$ cat src/rtl/chb_coeff_pkg.sv
package chb_coeff_pkg;

    // Register port geometry
    localparam int ADDR_W = 12;
    localparam int DATA_W = 8;

    // Byte offsets of the three registers
    localparam logic [11:0] CENTER_TAP_OFFSET  = 12'h450;
    localparam logic [11:0] SIXTH_TAP_OFFSET   = 12'h453;
    localparam logic [11:0] SEVENTH_TAP_OFFSET = 12'h455;

    // Register sizes in bytes
    localparam int CENTER_TAP_BYTES  = 3;
    localparam int SIXTH_TAP_BYTES   = 2;
    localparam int SEVENTH_TAP_BYTES = 2;

    // Coefficient field widths, field always starts at bit 0
    localparam int CENTER_TAP_FIELD_W = 18;
    localparam int OUTER_TAP_FIELD_W  = 12;

    // Reset values
    localparam logic [23:0] CENTER_TAP_RESET = 24'h000000;
    localparam logic [15:0] SIXTH_TAP_RESET  = 16'h0000;
    localparam logic [15:0] SEVENTH_TAP_RESET = 16'h0000;

    // Answer to an unmapped read
    localparam logic [7:0] UNMAPPED_READ = 8'h00;

endpackage

$ cat src/rtl/coeff_reg_cell.sv
`timescale 1ns/10ps

module coeff_reg_cell #(
    parameter int                     NBYTES    = 2,
    parameter int                     FIELD_W   = 12,
    parameter logic [NBYTES*8-1:0]    RESET_VAL = '0
) (
    input  wire logic                 mclk,
    input  wire logic                 rst_n,
    input  wire logic                 wr_en,
    input  wire logic [1:0]           byte_idx,
    input  wire logic [7:0]           wdata,
    output logic      [NBYTES*8-1:0]  value,
    output logic      [7:0]           rd_byte
);

    localparam logic [NBYTES*8-1:0] ONE       = {{(NBYTES*8-1){1'b0}}, 1'b1};
    localparam logic [NBYTES*8-1:0] READ_MASK = ~(ONE << (FIELD_W - 1));

    logic [NBYTES*8-1:0] value_reg;
    wire  [NBYTES*8-1:0] readback;
    wire                 idx_in_range;

    // Top bit of the field is lost on readback; the filter still sees it
    assign readback     = value_reg & READ_MASK;
    assign idx_in_range = (32'(byte_idx) < NBYTES);
    assign rd_byte      = idx_in_range ? readback[8*byte_idx +: 8] : 8'h00;
    assign value        = value_reg;

    // One process owns the whole register, so each bit has a single driver
    always_ff @(posedge mclk or negedge rst_n) begin
        if (!rst_n) begin
            value_reg <= RESET_VAL;
        end else if (wr_en && idx_in_range) begin
            value_reg[8*byte_idx +: 8] <= wdata;
        end
    end

endmodule

$ cat src/rtl/chb_fir_coeff_regs.sv
`timescale 1ns/10ps

module chb_fir_coeff_regs (
    input  wire logic                                   mclk,
    input  wire logic                                   rst_n,
    input  wire logic [chb_coeff_pkg::ADDR_W-1:0]       reg_addr,
    input  wire logic [chb_coeff_pkg::DATA_W-1:0]       reg_wdata,
    input  wire logic                                   reg_wr,
    input  wire logic                                   reg_rd,
    output logic      [chb_coeff_pkg::DATA_W-1:0]       reg_rdata,
    input  wire logic                                   dual_channel_mode,
    output logic      [chb_coeff_pkg::CENTER_TAP_FIELD_W-1:0] center_tap_coeff,
    output logic      [chb_coeff_pkg::OUTER_TAP_FIELD_W-1:0]  sixth_tap_coeff,
    output logic      [chb_coeff_pkg::OUTER_TAP_FIELD_W-1:0]  seventh_tap_coeff,
    output logic                                        chb_coeff_active,
    output logic                                        coeff_update
);

    localparam int CW = chb_coeff_pkg::CENTER_TAP_FIELD_W;
    localparam int OW = chb_coeff_pkg::OUTER_TAP_FIELD_W;

    // Address decode: each register spans consecutive byte offsets
    wire [11:0] center_diff;
    wire [11:0] sixth_diff;
    wire [11:0] seventh_diff;
    wire        center_hit;
    wire        sixth_hit;
    wire        seventh_hit;

    assign center_diff  = reg_addr - chb_coeff_pkg::CENTER_TAP_OFFSET;
    assign sixth_diff   = reg_addr - chb_coeff_pkg::SIXTH_TAP_OFFSET;
    assign seventh_diff = reg_addr - chb_coeff_pkg::SEVENTH_TAP_OFFSET;
    assign center_hit   = (center_diff < 12'(chb_coeff_pkg::CENTER_TAP_BYTES));
    assign sixth_hit    = (sixth_diff < 12'(chb_coeff_pkg::SIXTH_TAP_BYTES));
    assign seventh_hit  = (seventh_diff < 12'(chb_coeff_pkg::SEVENTH_TAP_BYTES));

    wire center_wr  = reg_wr && center_hit;
    wire sixth_wr   = reg_wr && sixth_hit;
    wire seventh_wr = reg_wr && seventh_hit;

    // Storage; reserved bits are plain read/write and keep what is written
    wire [23:0] center_value;
    wire [15:0] sixth_value;
    wire [15:0] seventh_value;
    wire [7:0]  center_rd;
    wire [7:0]  sixth_rd;
    wire [7:0]  seventh_rd;

    coeff_reg_cell #(
        .NBYTES    (chb_coeff_pkg::CENTER_TAP_BYTES),
        .FIELD_W   (CW),
        .RESET_VAL (chb_coeff_pkg::CENTER_TAP_RESET)
    ) u_center (
        .mclk     (mclk),
        .rst_n    (rst_n),
        .wr_en    (center_wr),
        .byte_idx (center_diff[1:0]),
        .wdata    (reg_wdata),
        .value    (center_value),
        .rd_byte  (center_rd)
    );

    coeff_reg_cell #(
        .NBYTES    (chb_coeff_pkg::SIXTH_TAP_BYTES),
        .FIELD_W   (OW),
        .RESET_VAL (chb_coeff_pkg::SIXTH_TAP_RESET)
    ) u_sixth (
        .mclk     (mclk),
        .rst_n    (rst_n),
        .wr_en    (sixth_wr),
        .byte_idx (sixth_diff[1:0]),
        .wdata    (reg_wdata),
        .value    (sixth_value),
        .rd_byte  (sixth_rd)
    );

    coeff_reg_cell #(
        .NBYTES    (chb_coeff_pkg::SEVENTH_TAP_BYTES),
        .FIELD_W   (OW),
        .RESET_VAL (chb_coeff_pkg::SEVENTH_TAP_RESET)
    ) u_seventh (
        .mclk     (mclk),
        .rst_n    (rst_n),
        .wr_en    (seventh_wr),
        .byte_idx (seventh_diff[1:0]),
        .wdata    (reg_wdata),
        .value    (seventh_value),
        .rd_byte  (seventh_rd)
    );

    // Read select; masked bytes come from the cells
    wire [7:0] rd_sel;
    assign rd_sel = center_hit  ? center_rd  :
                    sixth_hit   ? sixth_rd   :
                    seventh_hit ? seventh_rd :
                    chb_coeff_pkg::UNMAPPED_READ;

    logic [7:0] reg_rdata_reg;
    always_ff @(posedge mclk or negedge rst_n) begin
        if (!rst_n) begin
            reg_rdata_reg <= 8'h00;
        end else begin
            // Data valid only in the cycle after the strobe
            reg_rdata_reg <= reg_rd ? rd_sel : 8'h00;
        end
    end
    assign reg_rdata = reg_rdata_reg;

    // Filter side: full written field in dual-channel mode, zero otherwise; not the masked readback
    wire [CW-1:0] center_next = dual_channel_mode ? center_value[CW-1:0] : '0;
    wire [OW-1:0] sixth_next  = dual_channel_mode ? sixth_value[OW-1:0] : '0;
    wire [OW-1:0] seventh_next = dual_channel_mode ? seventh_value[OW-1:0] : '0;
    wire          update_next = center_wr || sixth_wr || seventh_wr;

    logic [CW-1:0] center_coeff_reg;
    logic [OW-1:0] sixth_coeff_reg;
    logic [OW-1:0] seventh_coeff_reg;
    logic          active_reg;
    logic          update_reg;

    always_ff @(posedge mclk or negedge rst_n) begin
        if (!rst_n) begin
            center_coeff_reg  <= '0;
            sixth_coeff_reg   <= '0;
            seventh_coeff_reg <= '0;
            active_reg        <= 1'b0;
            update_reg        <= 1'b0;
        end else begin
            center_coeff_reg  <= center_next;
            sixth_coeff_reg   <= sixth_next;
            seventh_coeff_reg <= seventh_next;
            active_reg        <= dual_channel_mode;
            update_reg        <= update_next;
        end
    end

    assign center_tap_coeff  = center_coeff_reg;
    assign sixth_tap_coeff   = sixth_coeff_reg;
    assign seventh_tap_coeff = seventh_coeff_reg;
    assign chb_coeff_active  = active_reg;
    assign coeff_update      = update_reg;

endmodule

$ cat config.mk
export PLATFORM = sky130hd
export DESIGN_NAME = chb_fir_coeff_regs
export DESIGN_NICKNAME = d
export VERILOG_FILES = /design/src/rtl/chb_coeff_pkg.sv /design/src/rtl/coeff_reg_cell.sv /design/src/rtl/chb_fir_coeff_regs.sv
export SDC_FILE = /design/constraint.sdc
export NUM_CORES = 1
export LEC_CHECK = 0
export BUFFER_PORTS_ARGS = -buffer_cell sky130_fd_sc_hd__buf_2
export CAP_MARGIN = 10
export CORE_MARGIN = 5
export CORE_UTILIZATION = 55
export DETAILED_ROUTE_END_ITERATION = 10
export GPL_ROUTABILITY_DRIVEN = 0
export MAX_ROUTING_LAYER = met4
export PLACE_DENSITY_LB_ADDON = 0.1
export SYNTH_ARGS = -nofsm -noshare
export SYNTH_HDL_FRONTEND = slang
export SYNTH_SLANG_ARGS = --single-unit
$ cat constraint.sdc
create_clock -name mclk -period 3.9 [get_ports mclk]
set_clock_uncertainty 0.2 [all_clocks]
set_input_delay 0.39 -clock mclk [delete_from_list [all_inputs] [get_ports mclk]]
set_output_delay 0.39 -clock mclk [all_outputs]
set_load 0.05 [all_outputs]
=== Word-level counts from Yosys, hierarchy flattened ===
Cells that the tools add are included.

* Register bits after elaboration: 108
* Input port bits: 25
* Output and inout port bits: 52
* Logic and storage cells: 51

* $add $sub $neg: 6
* $lt $le $gt $ge: 6
* Shifts and indexed selects: 9
* Mux-type cells: 13
* Reduce and logical (&&, ||, !) cells: 8

{| class="wikitable"
|+ Operators by type and width
! kind !! count
|-
| $neg 5->34 || 3
|-
| $shift 8x34->16 const A || 2
|-
| $shiftx 8x34->16 || 2
|-
| $mux 8 || 7
|-
| $lt 12x2->1 const B || 3
|-
| $sub 12x11->12 const B || 3
|-
| $shift 8x34->24 const A || 1
|-
| $shiftx 8x34->24 || 1
|-
| $bwmux 16 || 2
|-
| $shiftx 16x6->8 || 2
|-
| $bwmux 24 || 1
|-
| $mux 12 || 2
|-
| $shiftx 24x6->8 || 1
|-
| $mux 18 || 1
|-
| $logic_and 1x1->1 || 6
|-
| $lt 2x2->1 const B || 3
|-
| $logic_or 1x1->1 || 2
|}

=== Longest topological paths before layout ===
* Depth after elaboration: 7
* Mapped depth: 11
* Depth with buffers taken out: 8

=== Cells and area by module ===
Synthesis repeated with hierarchy kept, for this count alone.

* Cell total of the unflattened synthesis: 507
* Area, all modules: 5629.1 um^2

{| class="wikitable"
|+ Modules (own cells, without submodules)
! module !! instances !! cells each !! area an instance (um^2) !! sequential area each (um^2)
|-
| chb_fir_coeff_regs || 1 || 209 || 2331.0 || 1301.2
|-
| coeff_reg_cell (u_center) || 1 || 146 || 1313.8 || 600.6
|-
| coeff_reg_cell (u_sixth) || 1 || 76 || 993.5 || 400.4
|-
| coeff_reg_cell (u_seventh) || 1 || 76 || 991.0 || 400.4
|}

=== Least setup slack after synthesis ===
Ideal clock, no wire load.

* Kind: in2reg
* From: input reg_addr[0] in the netlist's numbering
* To: register u_seventh.value_reg[10], in the netlist u_seventh.value[10]
* Setup time: 0.125 ns
* Data arrival time: 2.581 ns
* Required time: 3.575 ns
* Slack: 0.995 ns
* Stages on the path: 11
* Buffers on the path: 3
* Cells stage by stage: buf_4 clkbuf_1 inv_1 ha_1 nor2b_1 o211ai_1 a31oi_1 o21ai_0 buf_2 nor3_4 mux2_2

* Word-level cells in the longest chain between the ends: 4
* Elaborated cells on any way between the ends: 9
* Classes of those cells: add/sub (2); order compare (2); shift (2); mux (1); reduce/logical (2)

{| class="wikitable"
|+ Ends and longest elaborated chain
! what !! RTL line !! text
|-
| start: declaration || chb_fir_coeff_regs.sv:6 || <nowiki>input wire logic [chb_coeff_pkg::ADDR_W-1:0] reg_addr,</nowiki>
|-
| $sub 12x11->12 (*) || chb_fir_coeff_regs.sv:32 || <nowiki>assign seventh_diff = reg_addr - chb_coeff_pkg::SEVENTH_TAP_OFFSET;</nowiki>
|-
| $neg 5->34 or $lt 12x2->1 (tied branches) || coeff_reg_cell.sv:35, chb_fir_coeff_regs.sv:35 ||
|-
| $shiftx 8x34->16, or another cell as far along || coeff_reg_cell.sv:35 || <nowiki>value_reg[8*byte_idx +: 8] <= wdata;</nowiki>
|-
| $bwmux 16 or $logic_and 1x1->1 (tied branches) || coeff_reg_cell.sv:35, coeff_reg_cell.sv:34 ||
|-
| end signal: indexed assignment || coeff_reg_cell.sv:35 ||
|-
| end: declaration || coeff_reg_cell.sv:20 || <nowiki>logic [NBYTES*8-1:0] value_reg;</nowiki>
|}

Mark *: on every way between the ends. The rest lies on a longest branch, timed or not.
A chain may end at the register's enable or synchronous reset.

=== Final worst setup path ===
* From: input reg_addr[1] in the netlist's numbering
* To: register u_sixth.value_reg[15], in the netlist u_sixth.value[15]

* Word-level cells in the longest chain between the ends: 4
* Elaborated cells on any way between the ends: 9
* Classes of those cells: add/sub (2); order compare (2); shift (2); mux (1); reduce/logical (2)

{| class="wikitable"
|+ Ends and longest elaborated chain
! what !! RTL line !! text
|-
| $sub 12x11->12 (*) || chb_fir_coeff_regs.sv:31 || <nowiki>assign sixth_diff = reg_addr - chb_coeff_pkg::SIXTH_TAP_OFFSET;</nowiki>
|-
| $neg 5->34 or $lt 12x2->1 (tied branches) || coeff_reg_cell.sv:35, chb_fir_coeff_regs.sv:34 ||
|-
| $shiftx 8x34->16, or another cell as far along || coeff_reg_cell.sv:35 ||
|-
| $bwmux 16 or $logic_and 1x1->1 (tied branches) || coeff_reg_cell.sv:35, coeff_reg_cell.sv:34 ||
|-
| end signal: indexed assignment || coeff_reg_cell.sv:35 ||
|-
| end: declaration || coeff_reg_cell.sv:20 ||
|}

Marks and branches as above.

==> summary.md <==
| Metric | Value |
|---|---|
| RSZ-0062 raised after global routing | no |
| WL/cell | approximately 19 µm |
| Xor/xnor share of the synthesized area | 0.00715 |
| Core box area | approximately 8700 µm² |
| Total negative setup slack | 0 ns |
| Syn Inst Count | 457 |
| Post-route DRC | 0 |
| First-pass GRT wire length | 19.6 mm |
| Worst slew pin tran | 0.699 ns |
| H-tree lvl count | 3 |
| Count of cell types in the netlist | 40 |
| Outcome | completed |
| Critical Path AT | 2.71 ns |
| Fin worst setup slack | 1.24 ns |
| Post-Synth Simple-Gate Area | 0.194 |
| GRT Util Overall | 0.231 |
| Initial Utilization | 0.562 |
| Final hold vios | 0 |
| Number of routed nets with antenna violations | 0 |
| Post-CTS Setup Inserts | 0 |
| Startpoint types | primary input |
| FF-to-FF Start | u_center.value[13] |
| Layout cells sized above 1 | 0.256 |
| Die area | 10900 µm² |
| Relative slew margins | 0.533 |
| DR pass1 iterations | 5 |
| Port bufs | 76 |
| Post-layout min period | approximately 2.7 ns |
| Iteration-0 DRC Markers | about 400 |
| # IOs | 77 |
| Post-synth top flop | dfrtp_1 |
| Hold slack final | 0.113 ns |
| Async SR Flop Fraction | 1.00 |
| N_diodes | 0 |
| Sequential element share of the synthesized area | 0.552 |
| RR Endpoint | reg_rdata[5] |
| Grt total ovfl | 0 |
| Row count | 34 |
| Post-synthesis net count | 488 |
| Vias per std cell | 5.72 |
| Worst skew pair latency | 0.36 ns |
| Area leader, netlist | dfrtp_1 |
| Via Count | 3653 |
| Synth top area share | 0.552 |
| Final setup viols | 0 |
| Synth cell count leaders | dfrtp_1 (108), nand2_1 (68), and2_1 (42) |
| Die height | 104 µm |
| Max-slew violations | 0 |
| Largest family of logic cells by synthesized area | simple AND/OR/NAND/NOR gates |
| Synth Register Bits | 108 |
| Max clock buf depth | 2 |
| Syn Area/Cell | around 11 µm² |
| Leakage power | approximately 0.0029 µW |
| Maximum fanout along the worst path | 17 |
| R2R cell count | 6 |
| Clk slew on worst S/H paths | around 0.10 ns |
| Area added between synthesis and finish | 13.7% |
| Number of enable flip-flop cells after synthesis | 0 |
| Peak supply drop | 162 µV |
| Synth Area in Compound Gates | 0.0838 |
| CTS buffer count | 9 |
| Area contributors post-synth | dfrtp_1 (55%), mux2_2 (7.1%), and2_1 (5.4%), nand2_1 (5.2%), mux2i_1 (4.7%) |
| Total power | ~2000 µW |
| Largest net degree at the start of global routing | 52 |
| Hold depth | 3 |
| R2R Setup Slk | 2.46 ns |
| Clock sink total | 108 |
| CP required | 3.95 ns |
| Pre-CTS WS | about 0.9 ns |
| Root Driver | clkbuf_8 |
| Hold WC Path Type | in2reg |
| Max Clk Rate | 375 MHz |
| Mux cell area share after synthesis | 0.118 |
| Most frequent cell after synthesis | dfrtp_1 |
| Number of global-route vias before repair | 3616 |
| Worst Hold End | u_sixth.value[5] |
| Max FFs per register | 24 |
| Power per cell area | 360 nW/µm² |
| Crit. End Element | flop |
| Worst hold path startpoint | reg_wdata[5] |
| CTS tree | done |
| MaxCap Viol Count | 0 |
| Final wirelength | roughly 12 mm |
| Worst Setup SP | reg_addr[1] |
| Worst setup path category | in2reg |
| Post-synthesis cell area | 4900 µm² |
| HPWL Detailed | 8.35 mm |
| Antenna violations before repair | 0 |
| Nets | 557 |
| Total number of yosys warnings | 0 |
| Synth Area in Adders | 0.0153 |
| Die W | 104 µm |
| Final worst-path cycle share | 0.683 |
-- power by group --
part / internal (µW) / switching [µW] / leakage, µW
Combinational: 50.3 / 130 / 0.00135
Clock: 320 / 375 / 0.000101
Sequential: 1120 / 1.74 / 0.00145
-- metrics by stage --
step | instance area (µm²) | instances | util
after floorplan | 4900 | 457 | -
after global placement | 5350 | 622 | 0.614
after detailed placement | 5350 | 622 | 0.614
after CTS | 5570 | 639 | 0.639
after global routing | 5570 | 639 | 0.639
final | 5570 | 639 | 0.639
-- repair_timing --
action | in CTS | in global routing
resized for setup | 0 | 0
hold endpoints to repair | 49 | 0
hold buffers | 1 | 0
-- how the worst max path moves through the flow --
stage | endpoint | slack, ns
after global placement | u_seventh.value[3] | 1.03
after CTS | u_sixth.value[15] | 1.29
after detailed placement | u_seventh.value[10] | 0.90
final | u_sixth.value[15] | 1.24
after global routing | u_seventh.value[10] | 1.07
after floorplan | u_seventh.value[10] | 0.99
-- critical path, stage by stage --
cell and delay, ns:
buf_2 0.26, inv_1 0.15, ha_1 0.49, nor3_1 0.27, o2111a_1 0.23, buf_4 0.20, nand3_1 0.32, mux2_2 0.38
-- kinds of logic after synthesis --
group,count (synthesis)
AO/OA/AOI/OAI,71
buffers and inverters,36
XOR/XNOR,4
multiplexers,54
AND/OR/NAND/NOR,178
flip-flops,108
adder cells (fa/ha/maj),6
-- layer usage --
layer	vias to the layer above	GRT usage	wire length, µm
met5	-	-	0
met4	0	0.0860	314
met3	31	0.0323	836
met2	174	0.328	5210
met1	1764	0.340	5460
li1	1684	-	-
-- cells in the final DEF (no fill, tap or decap), types with 3 or more instances in the layout --
| cell | instances |
|---|---|
| dfrtp_1 | 108 |
| buf_2 | 75 |
| nand2_1 | 68 |
| and2_1 | 42 |
| o21ai_0 | 34 |
| mux2_2 | 31 |
| a21oi_1 | 25 |
| mux2i_1 | 23 |
| nor2_1 | 14 |
| inv_1 | 12 |
| nor2b_1 | 11 |
| and3_1 | 10 |
| clkbuf_8 | 10 |
| or3_1 | 8 |
| nand3_1 | 8 |
| nor3_1 | 7 |
| ha_1 | 6 |
| buf_4 | 6 |
| xnor2_1 | 3 |
-- area by class of cell --
type                            count  area (µm²)
Tap cell                          108         135
Inverter                           12        45.0
Clock inverter                      6        70.1
Sequential cell                   108        2700
Multi-Input combinational cell    313        2050
Fill cell                         704        3150
Timing Repair Buffer               82         430
Clock buffer                       10         138
No activity file was read; power rests on OpenSTA's default activity.
